==> src/scr_pkg.sv <==
// constants, field layouts and carrier types of the port configuration register bank
//
// Contract
// - subsystem header: id 0xD, loadable next pointer
// - subsystem vendor and subsystem codes, loadable
// - pointer bits 7:2 select register number
// - pointer bits 11:8 give extended register number
// - window read returns selected register value
// - window write updates selected register normally
// - window acts only on enabled byte lanes
// - window pointing at itself: zero, discard
// - side port window access: zero, no effect
// - error header: id 1, version 1, pointer 0x200
// - obsolete bit sticky clear-by-one, reserved zero
// - link protocol error sets bit 4
// - surprise down bit 5, zero unless capable
// - poisoned packet sets bit 12
// - flow control error sets bit 13
// - completion timeout bit 14 always zero
// - completer abort bit 15 always zero
// - unexpected completion sets bit 16
// - receiver overflow sets bit 17
// - malformed packet sets bit 18
// - end-to-end crc error sets bit 19
// - unsupported request sets bit 20
package scr_pkg;

  // register byte offsets in configuration space
  localparam logic [11:0] OFS_SUBSYS_CAP   = 12'h0F0;
  localparam logic [11:0] OFS_SUBSYS_IDENT = 12'h0F4;
  localparam logic [11:0] OFS_IND_PTR      = 12'h0F8;
  localparam logic [11:0] OFS_IND_WIN      = 12'h0FC;
  localparam logic [11:0] OFS_ERR_HDR      = 12'h100;
  localparam logic [11:0] OFS_UE_FLAGS     = 12'h104;

  // constant fields and reset values
  localparam logic [7:0]  SUBSYS_CAP_ID    = 8'h0D;
  localparam logic [7:0]  SUBSYS_NEXT_RST  = 8'h00;
  localparam logic [31:0] SUBSYS_IDENT_RST = 32'h0000_0000;
  localparam logic [9:0]  IND_PTR_RST      = 10'h000;
  localparam logic [15:0] ERR_CAP_ID       = 16'h0001;
  localparam logic [3:0]  ERR_CAP_VER      = 4'h1;
  localparam logic [11:0] ERR_NEXT_RST     = 12'h200;
  localparam logic [31:0] UE_RST           = 32'h0000_0000;

  // writable field masks
  localparam logic [31:0] SUBSYS_CAP_WMASK = 32'h0000_FF00;
  localparam logic [31:0] IND_PTR_WMASK    = 32'h0000_0FFC;
  localparam logic [31:0] ERR_HDR_WMASK    = 32'hFFF0_0000;
  localparam logic [31:0] UE_WMASK         = 32'h001F_3031;

  // uncorrectable error flag positions
  localparam int UE_OBSOLETE  = 0;
  localparam int UE_LINK_PROT = 4;
  localparam int UE_SURPRISE  = 5;
  localparam int UE_POISONED  = 12;
  localparam int UE_FLOW_CTRL = 13;
  localparam int UE_COMPL_TO  = 14;
  localparam int UE_CPL_ABORT = 15;
  localparam int UE_UNEXP_CPL = 16;
  localparam int UE_RX_OVF    = 17;
  localparam int UE_MALFORMED = 18;
  localparam int UE_E2E_CRC   = 19;
  localparam int UE_UNSUP_REQ = 20;

  // one configuration access, from a config request or the side port
  typedef struct packed {
    logic        valid;
    logic        write;
    logic        smbus;
    logic [11:0] addr;
    logic [3:0]  byteEn;
    logic [31:0] wdata;
  } scr_req_t;

  // answer, one cycle after the request
  typedef struct packed {
    logic        ack;
    logic        hit;
    logic [31:0] rdata;
  } scr_rsp_t;

  // one-cycle error detector pulses
  typedef struct packed {
    logic linkProtocolError;
    logic surpriseDown;
    logic poisoned;
    logic flowControlError;
    logic unexpectedCompletion;
    logic receiverOverflow;
    logic malformed;
    logic e2eCrcError;
    logic unsupportedRequest;
  } scr_err_evt_t;

endpackage

==> src/scr_cfg_regs.sv <==
// per-port subsystem id, indirect window and uncorrectable error status registers
`timescale 1ns/1ns
module scr_cfg_regs (
  // clock and resets
  input  wire logic                  clk,
  input  wire logic                  rst_b,
  input  wire logic                  hotRst_b,
  // configuration access
  input  wire scr_pkg::scr_req_t     req,
  output      scr_pkg::scr_rsp_t     rsp,
  // error detectors and link capability
  input  wire scr_pkg::scr_err_evt_t errEvt,
  input  wire logic                  surpriseDownReportingCapable
);

  // stored fields
  logic [7:0]  capNext;       // subsystem header next pointer
  logic [31:0] ident;         // vendor code low, subsystem code high
  logic [9:0]  ptrIdx;        // pointer bits 11:2
  logic [11:0] errNext;       // error header next pointer
  logic [31:0] ue;            // uncorrectable error flags
  logic [31:0] rdata;         // registered read data
  logic        ack;           // registered answer strobe
  logic        hit;           // registered mapped flag

  // next values
  logic [7:0]  next_capNext;
  logic [31:0] next_ident;
  logic [9:0]  next_ptrIdx;
  logic [11:0] next_errNext;
  logic [31:0] next_ue;
  logic [31:0] next_rdata;
  logic        next_ack;
  logic        next_hit;

  // access decode
  logic [11:0] directAddr;    // dword-aligned request address
  logic [11:0] tgtAddr;       // register actually acted on
  logic        tgtLive;       // access reaches a register at all
  logic        tgtMapped;     // target is one of ours
  logic [31:0] laneMask;      // byte enables spread to bits
  logic [31:0] tgtValue;      // current value of target
  logic [31:0] setVec;        // hardware set requests
  logic [31:0] clrVec;        // software clear requests
  logic        doWrite;       // write reaches target
  logic [31:0] wrMerged;      // written word before field extraction

  // merge written lanes into writable fields only
  function automatic logic [31:0] mergeWr(input logic [31:0] old, input logic [31:0] wd,
                                          input logic [31:0] lanes, input logic [31:0] wmask);
    logic [31:0] m;
    m = lanes & wmask;
    return (old & ~m) | (wd & m);
  endfunction

  // address and window resolution
  always_comb begin
    directAddr = {req.addr[11:2], 2'b00};
    laneMask   = {{8{req.byteEn[3]}}, {8{req.byteEn[2]}}, {8{req.byteEn[1]}}, {8{req.byteEn[0]}}};
    tgtAddr    = directAddr;
    tgtLive    = req.valid;
    if (directAddr == scr_pkg::OFS_IND_WIN) begin
      // window: redirect to the register the pointer names
      tgtAddr = {ptrIdx, 2'b00};
      if (req.smbus) begin
        tgtLive = 1'b0;
      end else if (tgtAddr == scr_pkg::OFS_IND_WIN) begin
        tgtLive = 1'b0;
      end
    end
    doWrite = tgtLive && req.write;
  end

  // current value of the target register
  always_comb begin
    tgtMapped = 1'b1;
    unique case (tgtAddr)
      scr_pkg::OFS_SUBSYS_CAP: begin
        tgtValue = {16'h0000, capNext, scr_pkg::SUBSYS_CAP_ID};
      end
      scr_pkg::OFS_SUBSYS_IDENT: begin
        tgtValue = ident;
      end
      scr_pkg::OFS_IND_PTR: begin
        tgtValue = {20'h00000, ptrIdx, 2'b00};
      end
      scr_pkg::OFS_ERR_HDR: begin
        tgtValue = {errNext, scr_pkg::ERR_CAP_VER, scr_pkg::ERR_CAP_ID};
      end
      scr_pkg::OFS_UE_FLAGS: begin
        tgtValue = ue;
      end
      default: begin
        // other configuration space lives elsewhere; reads zero here
        tgtValue  = 32'h0000_0000;
        tgtMapped = 1'b0;
      end
    endcase
  end

  // answer path: data masked to enabled lanes, zero when nothing is reached
  always_comb begin
    next_ack   = req.valid;
    next_hit   = tgtLive && tgtMapped;
    next_rdata = 32'h0000_0000;
    if (tgtLive && !req.write) begin
      next_rdata = tgtValue & laneMask;
    end
  end

  always_ff @(posedge clk) begin
    if (!rst_b) begin
      ack   <= 1'b0;
      hit   <= 1'b0;
      rdata <= 32'h0000_0000;
    end else begin
      ack   <= next_ack;
      hit   <= next_hit;
      rdata <= next_rdata;
    end
  end

  assign rsp.ack   = ack;
  assign rsp.hit   = hit;
  assign rsp.rdata = rdata;

  // loadable and plain read-write fields; fields are cut from the merged word on purpose
  always_comb begin
    wrMerged     = 32'h0000_0000;
    next_capNext = capNext;
    next_ident   = ident;
    next_ptrIdx  = ptrIdx;
    next_errNext = errNext;
    if (doWrite) begin
      unique case (tgtAddr)
        scr_pkg::OFS_SUBSYS_CAP: begin
          wrMerged     = mergeWr({16'h0000, capNext, 8'h00}, req.wdata, laneMask,
                                 scr_pkg::SUBSYS_CAP_WMASK);
          next_capNext = wrMerged[15:8];
        end
        scr_pkg::OFS_SUBSYS_IDENT: begin
          next_ident = mergeWr(ident, req.wdata, laneMask, 32'hFFFF_FFFF);
        end
        scr_pkg::OFS_IND_PTR: begin
          wrMerged    = mergeWr({20'h00000, ptrIdx, 2'b00}, req.wdata, laneMask,
                                scr_pkg::IND_PTR_WMASK);
          next_ptrIdx = wrMerged[11:2];
        end
        scr_pkg::OFS_ERR_HDR: begin
          wrMerged     = mergeWr({errNext, 20'h00000}, req.wdata, laneMask,
                                 scr_pkg::ERR_HDR_WMASK);
          next_errNext = wrMerged[31:20];
        end
        default: begin
          // flags handled below; unmapped writes are dropped
        end
      endcase
    end
  end

  // non-sticky fields return to defaults on any reset
  always_ff @(posedge clk) begin
    if (!rst_b || !hotRst_b) begin
      capNext <= scr_pkg::SUBSYS_NEXT_RST;
      ident   <= scr_pkg::SUBSYS_IDENT_RST;
      ptrIdx  <= scr_pkg::IND_PTR_RST;
      errNext <= scr_pkg::ERR_NEXT_RST;
    end else begin
      capNext <= next_capNext;
      ident   <= next_ident;
      ptrIdx  <= next_ptrIdx;
      errNext <= next_errNext;
    end
  end

  // sticky error flags: detector set beats a clear in the same cycle
  always_comb begin
    setVec = 32'h0000_0000;
    setVec[scr_pkg::UE_LINK_PROT] = errEvt.linkProtocolError;
    setVec[scr_pkg::UE_SURPRISE]  = errEvt.surpriseDown;
    setVec[scr_pkg::UE_POISONED]  = errEvt.poisoned;
    setVec[scr_pkg::UE_FLOW_CTRL] = errEvt.flowControlError;
    setVec[scr_pkg::UE_UNEXP_CPL] = errEvt.unexpectedCompletion;
    setVec[scr_pkg::UE_RX_OVF]    = errEvt.receiverOverflow;
    setVec[scr_pkg::UE_MALFORMED] = errEvt.malformed;
    setVec[scr_pkg::UE_E2E_CRC]   = errEvt.e2eCrcError;
    setVec[scr_pkg::UE_UNSUP_REQ] = errEvt.unsupportedRequest;
    clrVec = 32'h0000_0000;
    if (doWrite && tgtAddr == scr_pkg::OFS_UE_FLAGS) begin
      // only ones clear; zeros and read-only bits are left alone
      clrVec = req.wdata & laneMask & scr_pkg::UE_WMASK;
    end
    next_ue = ((ue & ~clrVec) | setVec) & scr_pkg::UE_WMASK;
    if (!surpriseDownReportingCapable) begin
      // without the reporting capability this flag cannot show
      next_ue[scr_pkg::UE_SURPRISE] = 1'b0;
    end
  end

  // only the power-on reset clears the sticky flags
  always_ff @(posedge clk) begin
    if (!rst_b) begin
      ue <= scr_pkg::UE_RST;
    end else begin
      ue <= next_ue;
    end
  end
endmodule

==> config.mk <==
export PLATFORM = sky130hd
export DESIGN_NAME = scr_cfg_regs
export DESIGN_NICKNAME = d
export VERILOG_FILES = /design/src/scr_pkg.sv /design/src/scr_cfg_regs.sv
export SDC_FILE = /design/constraint.sdc
export NUM_CORES = 1
export LEC_CHECK = 0
export BUFFER_PORTS_ARGS = -buffer_cell sky130_fd_sc_hd__buf_2
export CELL_PAD_IN_SITES_DETAIL_PLACEMENT = 0
export CELL_PAD_IN_SITES_GLOBAL_PLACEMENT = 1
export CORE_MARGIN = 3
export CORE_UTILIZATION = 43
export CTS_CLUSTER_SIZE = 16
export DETAILED_ROUTE_END_ITERATION = 8
export PLACE_DENSITY = 0.9
export SYNTH_ARGS = -nofsm -noshare
export SYNTH_HDL_FRONTEND = slang
export SYNTH_SLANG_ARGS = --single-unit
==> constraint.sdc <==
create_clock -name clk -period 4.3 [get_ports clk]
set_input_delay 0.86 -clock clk [delete_from_list [all_inputs] [get_ports clk]]
set_output_delay 0.86 -clock clk [all_outputs]
set_load 0.05 [all_outputs]
==> results of run 1 <==
==> critical path, delay by kind of cell <==
family	cells	cell delay, ns
AOI/OAI and AO/OA	2	0.63
buffers and inverters	1	0.12
and+or+nand+nor	3	1.57
==> through the flow <==
stage	utilization, %	setup WS, ns
floorplan	-	1.54
detailed placement	51.4	0.987
finish	53.5	1.33
global route	53.5	1.20
CTS	53.5	1.37
global placement	51.4	1.04
==> logic make-up (layout without fill, tap and decap cells) <==
logic type	Yosys count	after routing	share of synthesized area, %
mux	24	24	5.64
simple gates	183	183	20.9
flops	106	106	49.8
compound gates	122	122	19.9
buf+inv	39	130	3.76
==> synthesized netlist by cell type, types with 4 or more instances <==
| cell type | number |
|---|---|
| and2_1 | 9 |
| clkbuf_1 | 16 |
| o21ai_0 | 47 |
| nand4b_1 | 4 |
| buf_2 | 5 |
| a31oi_1 | 8 |
| nand3_1 | 40 |
| a41oi_1 | 6 |
| nor3_1 | 8 |
| inv_1 | 13 |
| nand2_1 | 62 |
| mux2i_1 | 24 |
| a22oi_1 | 20 |
| nor2_1 | 46 |
| a21oi_1 | 7 |
| a2bb2oi_1 | 4 |
| dfxtp_1 | 106 |
==> metal layers <==
metal	GRT usage, %	up-vias	share of wire (%)
met4	5.92	0	1.2
met1	25.8	1789	45
met2	33.0	133	48
met5	0	-	0
met3	3.55	14	5.9
li1	-	1881	-
==> power groups by stage <==
stage | clock network, mW | registers (mW) | logic [mW]
6_report | 0.595 | 0.990 | 0.103
2_1_floorplan | 0 | 1.01 | 0.0510
4_1_cts | 0.613 | 0.990 | 0.102
5_1_grt | 0.656 | 0.991 | 0.113
3_5_place_dp | 0 | 1.01 | 0.102
3_3_place_gp | 0 | 1.01 | 0.0991
==> worst max-delay path by stage <==
stage | from | endpoint | slack (ns)
after global routing | req[45] | flop | 1.20
final | req[45] | flop | 1.33
after floorplan | req[45] | flop | 1.54
after global placement | req[45] | rdata[3]$_SDFF_PN0_ | 1.04
after CTS | req[45] | flop | 1.37
after detailed placement | req[45] | flop | 0.99
==> layout make-up <==
| type | instances | area, sq um |
|---|---|---|
| fillers | 901 | 4380 |
| inverters | 13 | 48.8 |
| flip-flops and latches | 106 | 2120 |
| multi-input cells | 329 | 1990 |
| repair buffers | 101 | 520 |
| clock buffers | 10 | 138 |
| well taps | 129 | 161 |
| clock inverters | 6 | 60.1 |
==> impl_results.md, run 1 <==
* Status: complete, no violations
* Ys flop type: dfxtp_1
* Ratio of cells with drive above 1 in the final layout at between 20% and 30%
* Std-Cell Core Area at approximately 0.0094 sq mm
* Max Cap Violations at 0
* CP arrival at 3.19 ns
* First-pass GRT wire length at 17800 um
* RSZ-0062 raised after global routing: no
* Syn Area/Cell at 8.99 sq um
* Clock latency at the later pin of the worst-skew pair at 0.36 ns
* Net Sw Power at 0.424 mW
* CP Capture Type: flop
* Cell taking the most area after synthesis: dfxtp_1
* Worst Skew at ~0.0086 ns
* Drt drc at 0
* DR vias/cell at 5.50
* Routed WL per cell at 16.0 um
* WL final at 11100 um
* IO Port Bufs at 95
* Slew @ Worst Pin at 0.913 ns
* Starting DRC count in detailed routing at 213
* Die width at between 100 and 150 um
* Synth Cell Area at 0.00426 sq mm
* R2R Setup Slk at 1.72 ns
* Vias in the first global route at 3696
* Flop pwr share at 58.6%
* Worst stage delay on the critical path at about 0.74 ns
* CTS tree: built
* Top cell type's share of synthesized area at approximately half
* Fin crit period at 2.97 ns
* Grt ovf at 0
* Final nets at 624
* Switching Fraction at 25.1%
* Pwr Density at 335 mW/mm^2
* CTS resizes at 0
* CTS clk-pin slew, worst paths at about 0.1 ns
* Initial core utilization at 45.2%
* Via count at 3817
* Worst path cell trace: buf_2, or4b_1, nor2_1, a32o_1, nor4b_4, o21ai_0
* Max-slew headroom at 38.9%
* Overall Power at 1.69 mW
* Root buf cell: clkbuf_8
* VDD IR max at 0.183 mV
* Post-route ant nets at 0
* Area grow syn2layout at 18.2%
* Final setup viols at 0
* Final hold slack at 0.441 ns
* Largest net degree at the start of global routing at 46
* R2r endpoint: ue[19]$_SDFF_PN0_
* Diodes inserted at 0
* Hold Crit Depth at 2
* TritonCTS buffer count at 9
* Initial antenna violation count at 0
* Post-synthesis sequential area ratio at 49.8%
* Die Area at 0.0111 sq mm
* Int Power at roughly 1.3 mW
* Post-Layout Cell Count at a little under 700
* Max-slew violation count at 0
* CP max FO at 16
* Clk sinks at 106
* Leak at 1.98 nW
* Clock network power share at 35.2%
* Combinational power share at 6.1%
* Die Y at 106 um
* Crit path max-delay cell type: nor4b_4
* Clock tree buffer depth at 2
* Hold Startpoint: ue[0]$_SDFF_PN0_
* Cells after synthesis at 474
* Drt pass-1 iters at 6
* Setup CP Type: primary input to flop
* Dpl cell area at 0.00484 sq mm
* Critical Path Source Type: primary input
* Post-CTS setup buffer count at 0
* Max Freq at 337 MHz
* Tot GR Track Use at 19.7%
* Net Count, Synth at 538
* Final worst path period share at about 70%
* Worst endpoint required time at 4.52 ns
* H-tree level count at 3
* I/O Pins at 98
* CTS Hold Bufs at 0
* GPL Wtd Cong at between 0.8 and 0.9
* Final Cell Area at 0.00504 sq mm
* Setup TNS at 0 ns
* FP Rows at 35
* R2R cell count at 7
* Hpwl dp at just over 8000 um
* Synth area leaders: dfxtp_1 50%, mux2i_1 5.6%, o21ai_0 5.5%
* Ys async rst share at 0%
* Flip-flop and latch count after synthesis at between 100 and 150
* Post-synth EDFFs at 0
* Most common cell after layout, fill and taps aside: dfxtp_1
* Worst Hold Path EP: ue[0]$_SDFF_PN0_
* Final hold violations at 0
* Hold crit path type: flop to flop
* Distinct cells, synth at 49
* Most frequent cells in the layout: 106 x dfxtp_1, 95 x buf_2, 62 x nand2_1
* Yosys synthesis warning count at 0
* Placed Cells incl. Taps at 678
(Power assumes the default switching activity.)
==> run 2, diff against run 1 <==
--- a/config.mk
+++ b/config.mk
@@ -5,14 +5,15 @@
 export SDC_FILE = /design/constraint.sdc
 export NUM_CORES = 1
 export LEC_CHECK = 0
+export ABC_AREA = 1
 export BUFFER_PORTS_ARGS = -buffer_cell sky130_fd_sc_hd__buf_2
 export CELL_PAD_IN_SITES_DETAIL_PLACEMENT = 0
 export CELL_PAD_IN_SITES_GLOBAL_PLACEMENT = 1
 export CORE_MARGIN = 3
-export CORE_UTILIZATION = 43
+export CORE_UTILIZATION = 38
 export CTS_CLUSTER_SIZE = 16
 export DETAILED_ROUTE_END_ITERATION = 8
-export PLACE_DENSITY = 0.9
+export PLACE_DENSITY = 0.85
 export SYNTH_ARGS = -nofsm -noshare
 export SYNTH_HDL_FRONTEND = slang
 export SYNTH_SLANG_ARGS = --single-unit
==> constraint.sdc (replaced) <==
create_clock -name clk -period 2.85 [get_ports clk]
set_input_delay 0.57 -clock clk [delete_from_list [all_inputs] [get_ports clk]]
set_output_delay 0.57 -clock clk [all_outputs]
set_load 0.05 [all_outputs]
==> run 2 against run 1 <==
Effect of this change:
- clock-buffer cell count did not move
- combinational power rose by 74%
- first-iteration DRC count rose by 35%
- via count rose by 23%
- global-route usage fell by 1.5 points
- synthesized cell count rose by 56%
- die area rose by 29%
- utilization fell by 5.5 points
- setup slack got worse by 0.80 ns
- cell area rose by 17%
- non-clock buffer count rose by 7
- flip-flop and latch count did not move
==> impl_results.md, run 2 <==
* Status: complete, no violations (unchanged)
* Die Area at 0.0143 sq mm (was 0.0111 sq mm)
* Top delay family on crit path: simple AND/OR/NAND/NOR gates (unchanged)
* Worst path cell trace: buf_2, nand2_1, nor2_2, nand4_1, nand2_1, nand3_2, nor2_8, nand4_2, o21ai_0, nor2_1 (was buf_2, or4b_1, nor2_1, a32o_1, nor4b_4, o21ai_0)
* RSZ-0062 raised after global routing: no (unchanged)
* Synth Cell Area at 0.00491 sq mm (was 0.00426 sq mm)
* Max Cap Violations at 0 (unchanged)
* CTS resizes at 0 (unchanged)
* CP max FO at 15 (was 16)
* Initial core utilization at 39.9% (was 45.2%)
* Dpl cell area at 0.00557 sq mm (was 0.00484 sq mm)
* Slew @ Worst Pin at 0.433 ns (was 0.913 ns)
* Post-synthesis sequential area ratio at 43.2% (was 49.8%)
* CP arrival at 2.55 ns (was 3.19 ns)
* FP Rows at 40 (was 35)
* I/O Pins at 98 (unchanged)
* Post-layout util at 48.0% (was 53.5%)
* WL final at 12800 um (was 11100 um)
* Drt drc at 0 (unchanged)
* Die Y at 120 um (was 106 um)
* Crit path max-delay cell type: nand4_2 (was nor4b_4)
* TritonCTS buffer count at 9 (unchanged)
* Final worst path period share at roughly four fifths
* Area grow syn2layout at 20.4% (was 18.2%)
* Distinct cells, synth at 34 (was 49)
* Synth area leaders: dfxtp_1 43%, nor2_1 13%, nand2_1 13% (was dfxtp_1 50%, mux2i_1 5.6%, o21ai_0 5.5%)
* Setup CP Type: primary input to flop (unchanged)
* Initial antenna violation count at 0 (unchanged)
* Worst endpoint required time at 3.09 ns (was 4.52 ns)
* Placed Cells incl. Taps at 991 (was 678)
* Ys flop type: dfxtp_1 (unchanged)
* Leak at 2.84 nW (was 1.98 nW)
* Routed WL per cell at 12.7 um (was 16.0 um)
* Pwr Density at 522 mW/mm^2 (was 335 mW/mm^2)
* Post-synth EDFFs at 0 (unchanged)
* Vias in the first global route at 4244 (was 3696)
* Worst stage delay on the critical path at 0.41 ns (was 0.74 ns)
* DR vias/cell at 4.66 (was 5.50)
* Diodes inserted at 0 (unchanged)
* CP bufs+invs at 1 (unchanged)
* Cells after synthesis at 738 (was 474)
* Root buf cell: clkbuf_16 (was clkbuf_8)
* Top cell type's share of synthesized area at 43.2% (was 49.8%)
* Most frequent cells in the layout: 167 x nor2_1, 165 x nand2_1, 115 x inv_1 (was 106 x dfxtp_1, 95 x buf_2, 62 x nand2_1)
* Yosys synthesis warning count at 0 (unchanged)
* Hpwl dp at 9340 um (was 8150 um)
* Flip-flop and latch count after synthesis at 106 (unchanged)
* Worst Skew at 0.00804 ns (was 0.00859 ns)
* Post-Layout Cell Count at 1006 (was 694)
* Drt pass-1 iters at 5 (was 6)
* Ratio of cells with drive above 1 in the final layout at 19.1% (was 22.7%)
* Clock latency at the later pin of the worst-skew pair at 0.35 ns (was 0.36 ns)
* Largest net degree at the start of global routing at 35 (was 46)
* Clk sinks at 106 (unchanged)
* Count leader, synth: nor2_1 (was dfxtp_1)
* Max Freq at 432 MHz
* Syn Area/Cell at 6.66 sq um (was 8.99 sq um)
* Top cells by count, synth: 167 x nor2_1, 165 x nand2_1, 115 x inv_1 (was 106 x dfxtp_1, 62 x nand2_1, 47 x o21ai_0)
* Starting DRC count in detailed routing at 288 (was 213)
* IO Port Bufs at 95 (unchanged)
* Grt ovf at 0 (unchanged)
* Final setup viols at 0 (unchanged)
* Cell taking the most area after synthesis: dfxtp_1 (unchanged)
* CTS tree: built (unchanged)
* Final hold violations at 0 (unchanged)
* Critical Path Source Type: primary input (unchanged)
* CP Capture Type: flop (unchanged)
* Overall Power at 3.09 mW (was 1.69 mW)
* Most common cell after layout, fill and taps aside: nor2_1 (was dfxtp_1)
* Std-Cell Core Area at 0.0123 sq mm (was 0.00942 sq mm)
* GPL Wtd Cong at 0.889 (was 0.879)
* Final Cell Area at 0.00591 sq mm (was 0.00504 sq mm)
* Die width at 120 um (was 106 um)
* Setup WS post-layout at 0.536 ns (was 1.33 ns)
* Clock tree buffer depth at 2 (unchanged)
* VDD IR max at 0.305 mV (was 0.183 mV)
* Post-route ant nets at 0 (unchanged)
* Max-slew violation count at 0 (unchanged)
* Post-CTS setup buffer count at 0 (unchanged)
* Max-slew headroom at 71.1% (was 38.9%)
* Setup TNS at 0 ns (unchanged)
* Via count at 4686 (was 3817)
* Final hold slack at 0.436 ns (was 0.441 ns)
* CTS clk-pin slew, worst paths at 0.07 ns (was 0.10 ns)
* Fin crit period at 2.31 ns
* Tot GR Track Use at 18.2% (was 19.7%)
* Ys async rst share at 0% (unchanged)
* H-tree level count at 3 (unchanged)
* Hold crit path type: primary input to flop (was flop to flop)
* Cell mode on critical path: nand2_1
* Final nets at 898 (was 624)
* Net Count, Synth at 802 (was 538)
* Worst slack at placement at 0.194 ns (was 0.987 ns)
* First-pass GRT wire length at 20900 um (was 17800 um)
* CTS Hold Bufs at 0 (unchanged)
==> run 2: cell types whose count changed after synthesis, sizes merged, moves of 20 or more <==
cell	delta
mux2i	-24
a22oi	-20
nor2	+130
nand2	+111
inv	+110
nand4	+28
==> run 2: path summary, 6_finish.rpt <==
kind              slack, ns                to                    startpoint  cells past startpoint
setup / recovery       0.54              flop                       req[41]                     10
hold / removal         0.44  ue[5]$_SDFF_PN0_  surpriseDownReportingCapable                      3
setup reg to reg       0.67              flop                          flop                     12
hold reg to reg        0.45              flop                          flop                      2
==> run 2: worst register-to-register path: stages, from the launching register on <==
cell and delay, ns:
dfxtp_1 0.36, nand2_1 0.08, nor2_1 0.04, nand2_1 0.05, o21bai_1 0.06, nand2_1 0.13, nand2_1 0.23, nor2_1 0.37
inv_1 0.21, nor2_4 0.25, inv_2 0.13, nor2_1 0.11, nor2_1 0.05
==> run 2: report_power, final <==
part,switching [mW],internal [mW]
sequential,0.00498,1.49
clock,0.538,0.876
combinational,0.119,0.0599
total,0.662,2.43
==> run 2: cells by family after synthesis <==
kind of cell	synth area share [%]
buffers and inverters	12.1
AO/OA/AOI/OAI	7.21
flip-flops	43.2
AND/OR/NAND/NOR	37.5
==> run 2: final cells by class <==
type | instances | area, sq um
Fill cell | 1274 | 6400
Sequential cell | 106 | 2120
Tap cell | 168 | 210
Timing Repair Buffer | 108 | 573
Inverter | 124 | 470
Clock inverter | 5 | 103
Multi-Input combinational cell | 485 | 2200
Clock buffer | 10 | 239
==> run 2: metal layers <==
layer / global-route usage [%] / share of wire, % / vias up
met5: 0 / 0 / -
met4: 5.51 / 1.8 / 0
met3: 5.14 / 5.7 / 19
met2: 28.8 / 45 / 112
met1: 24.0 / 47 / 2109
li1: - / - / 2446
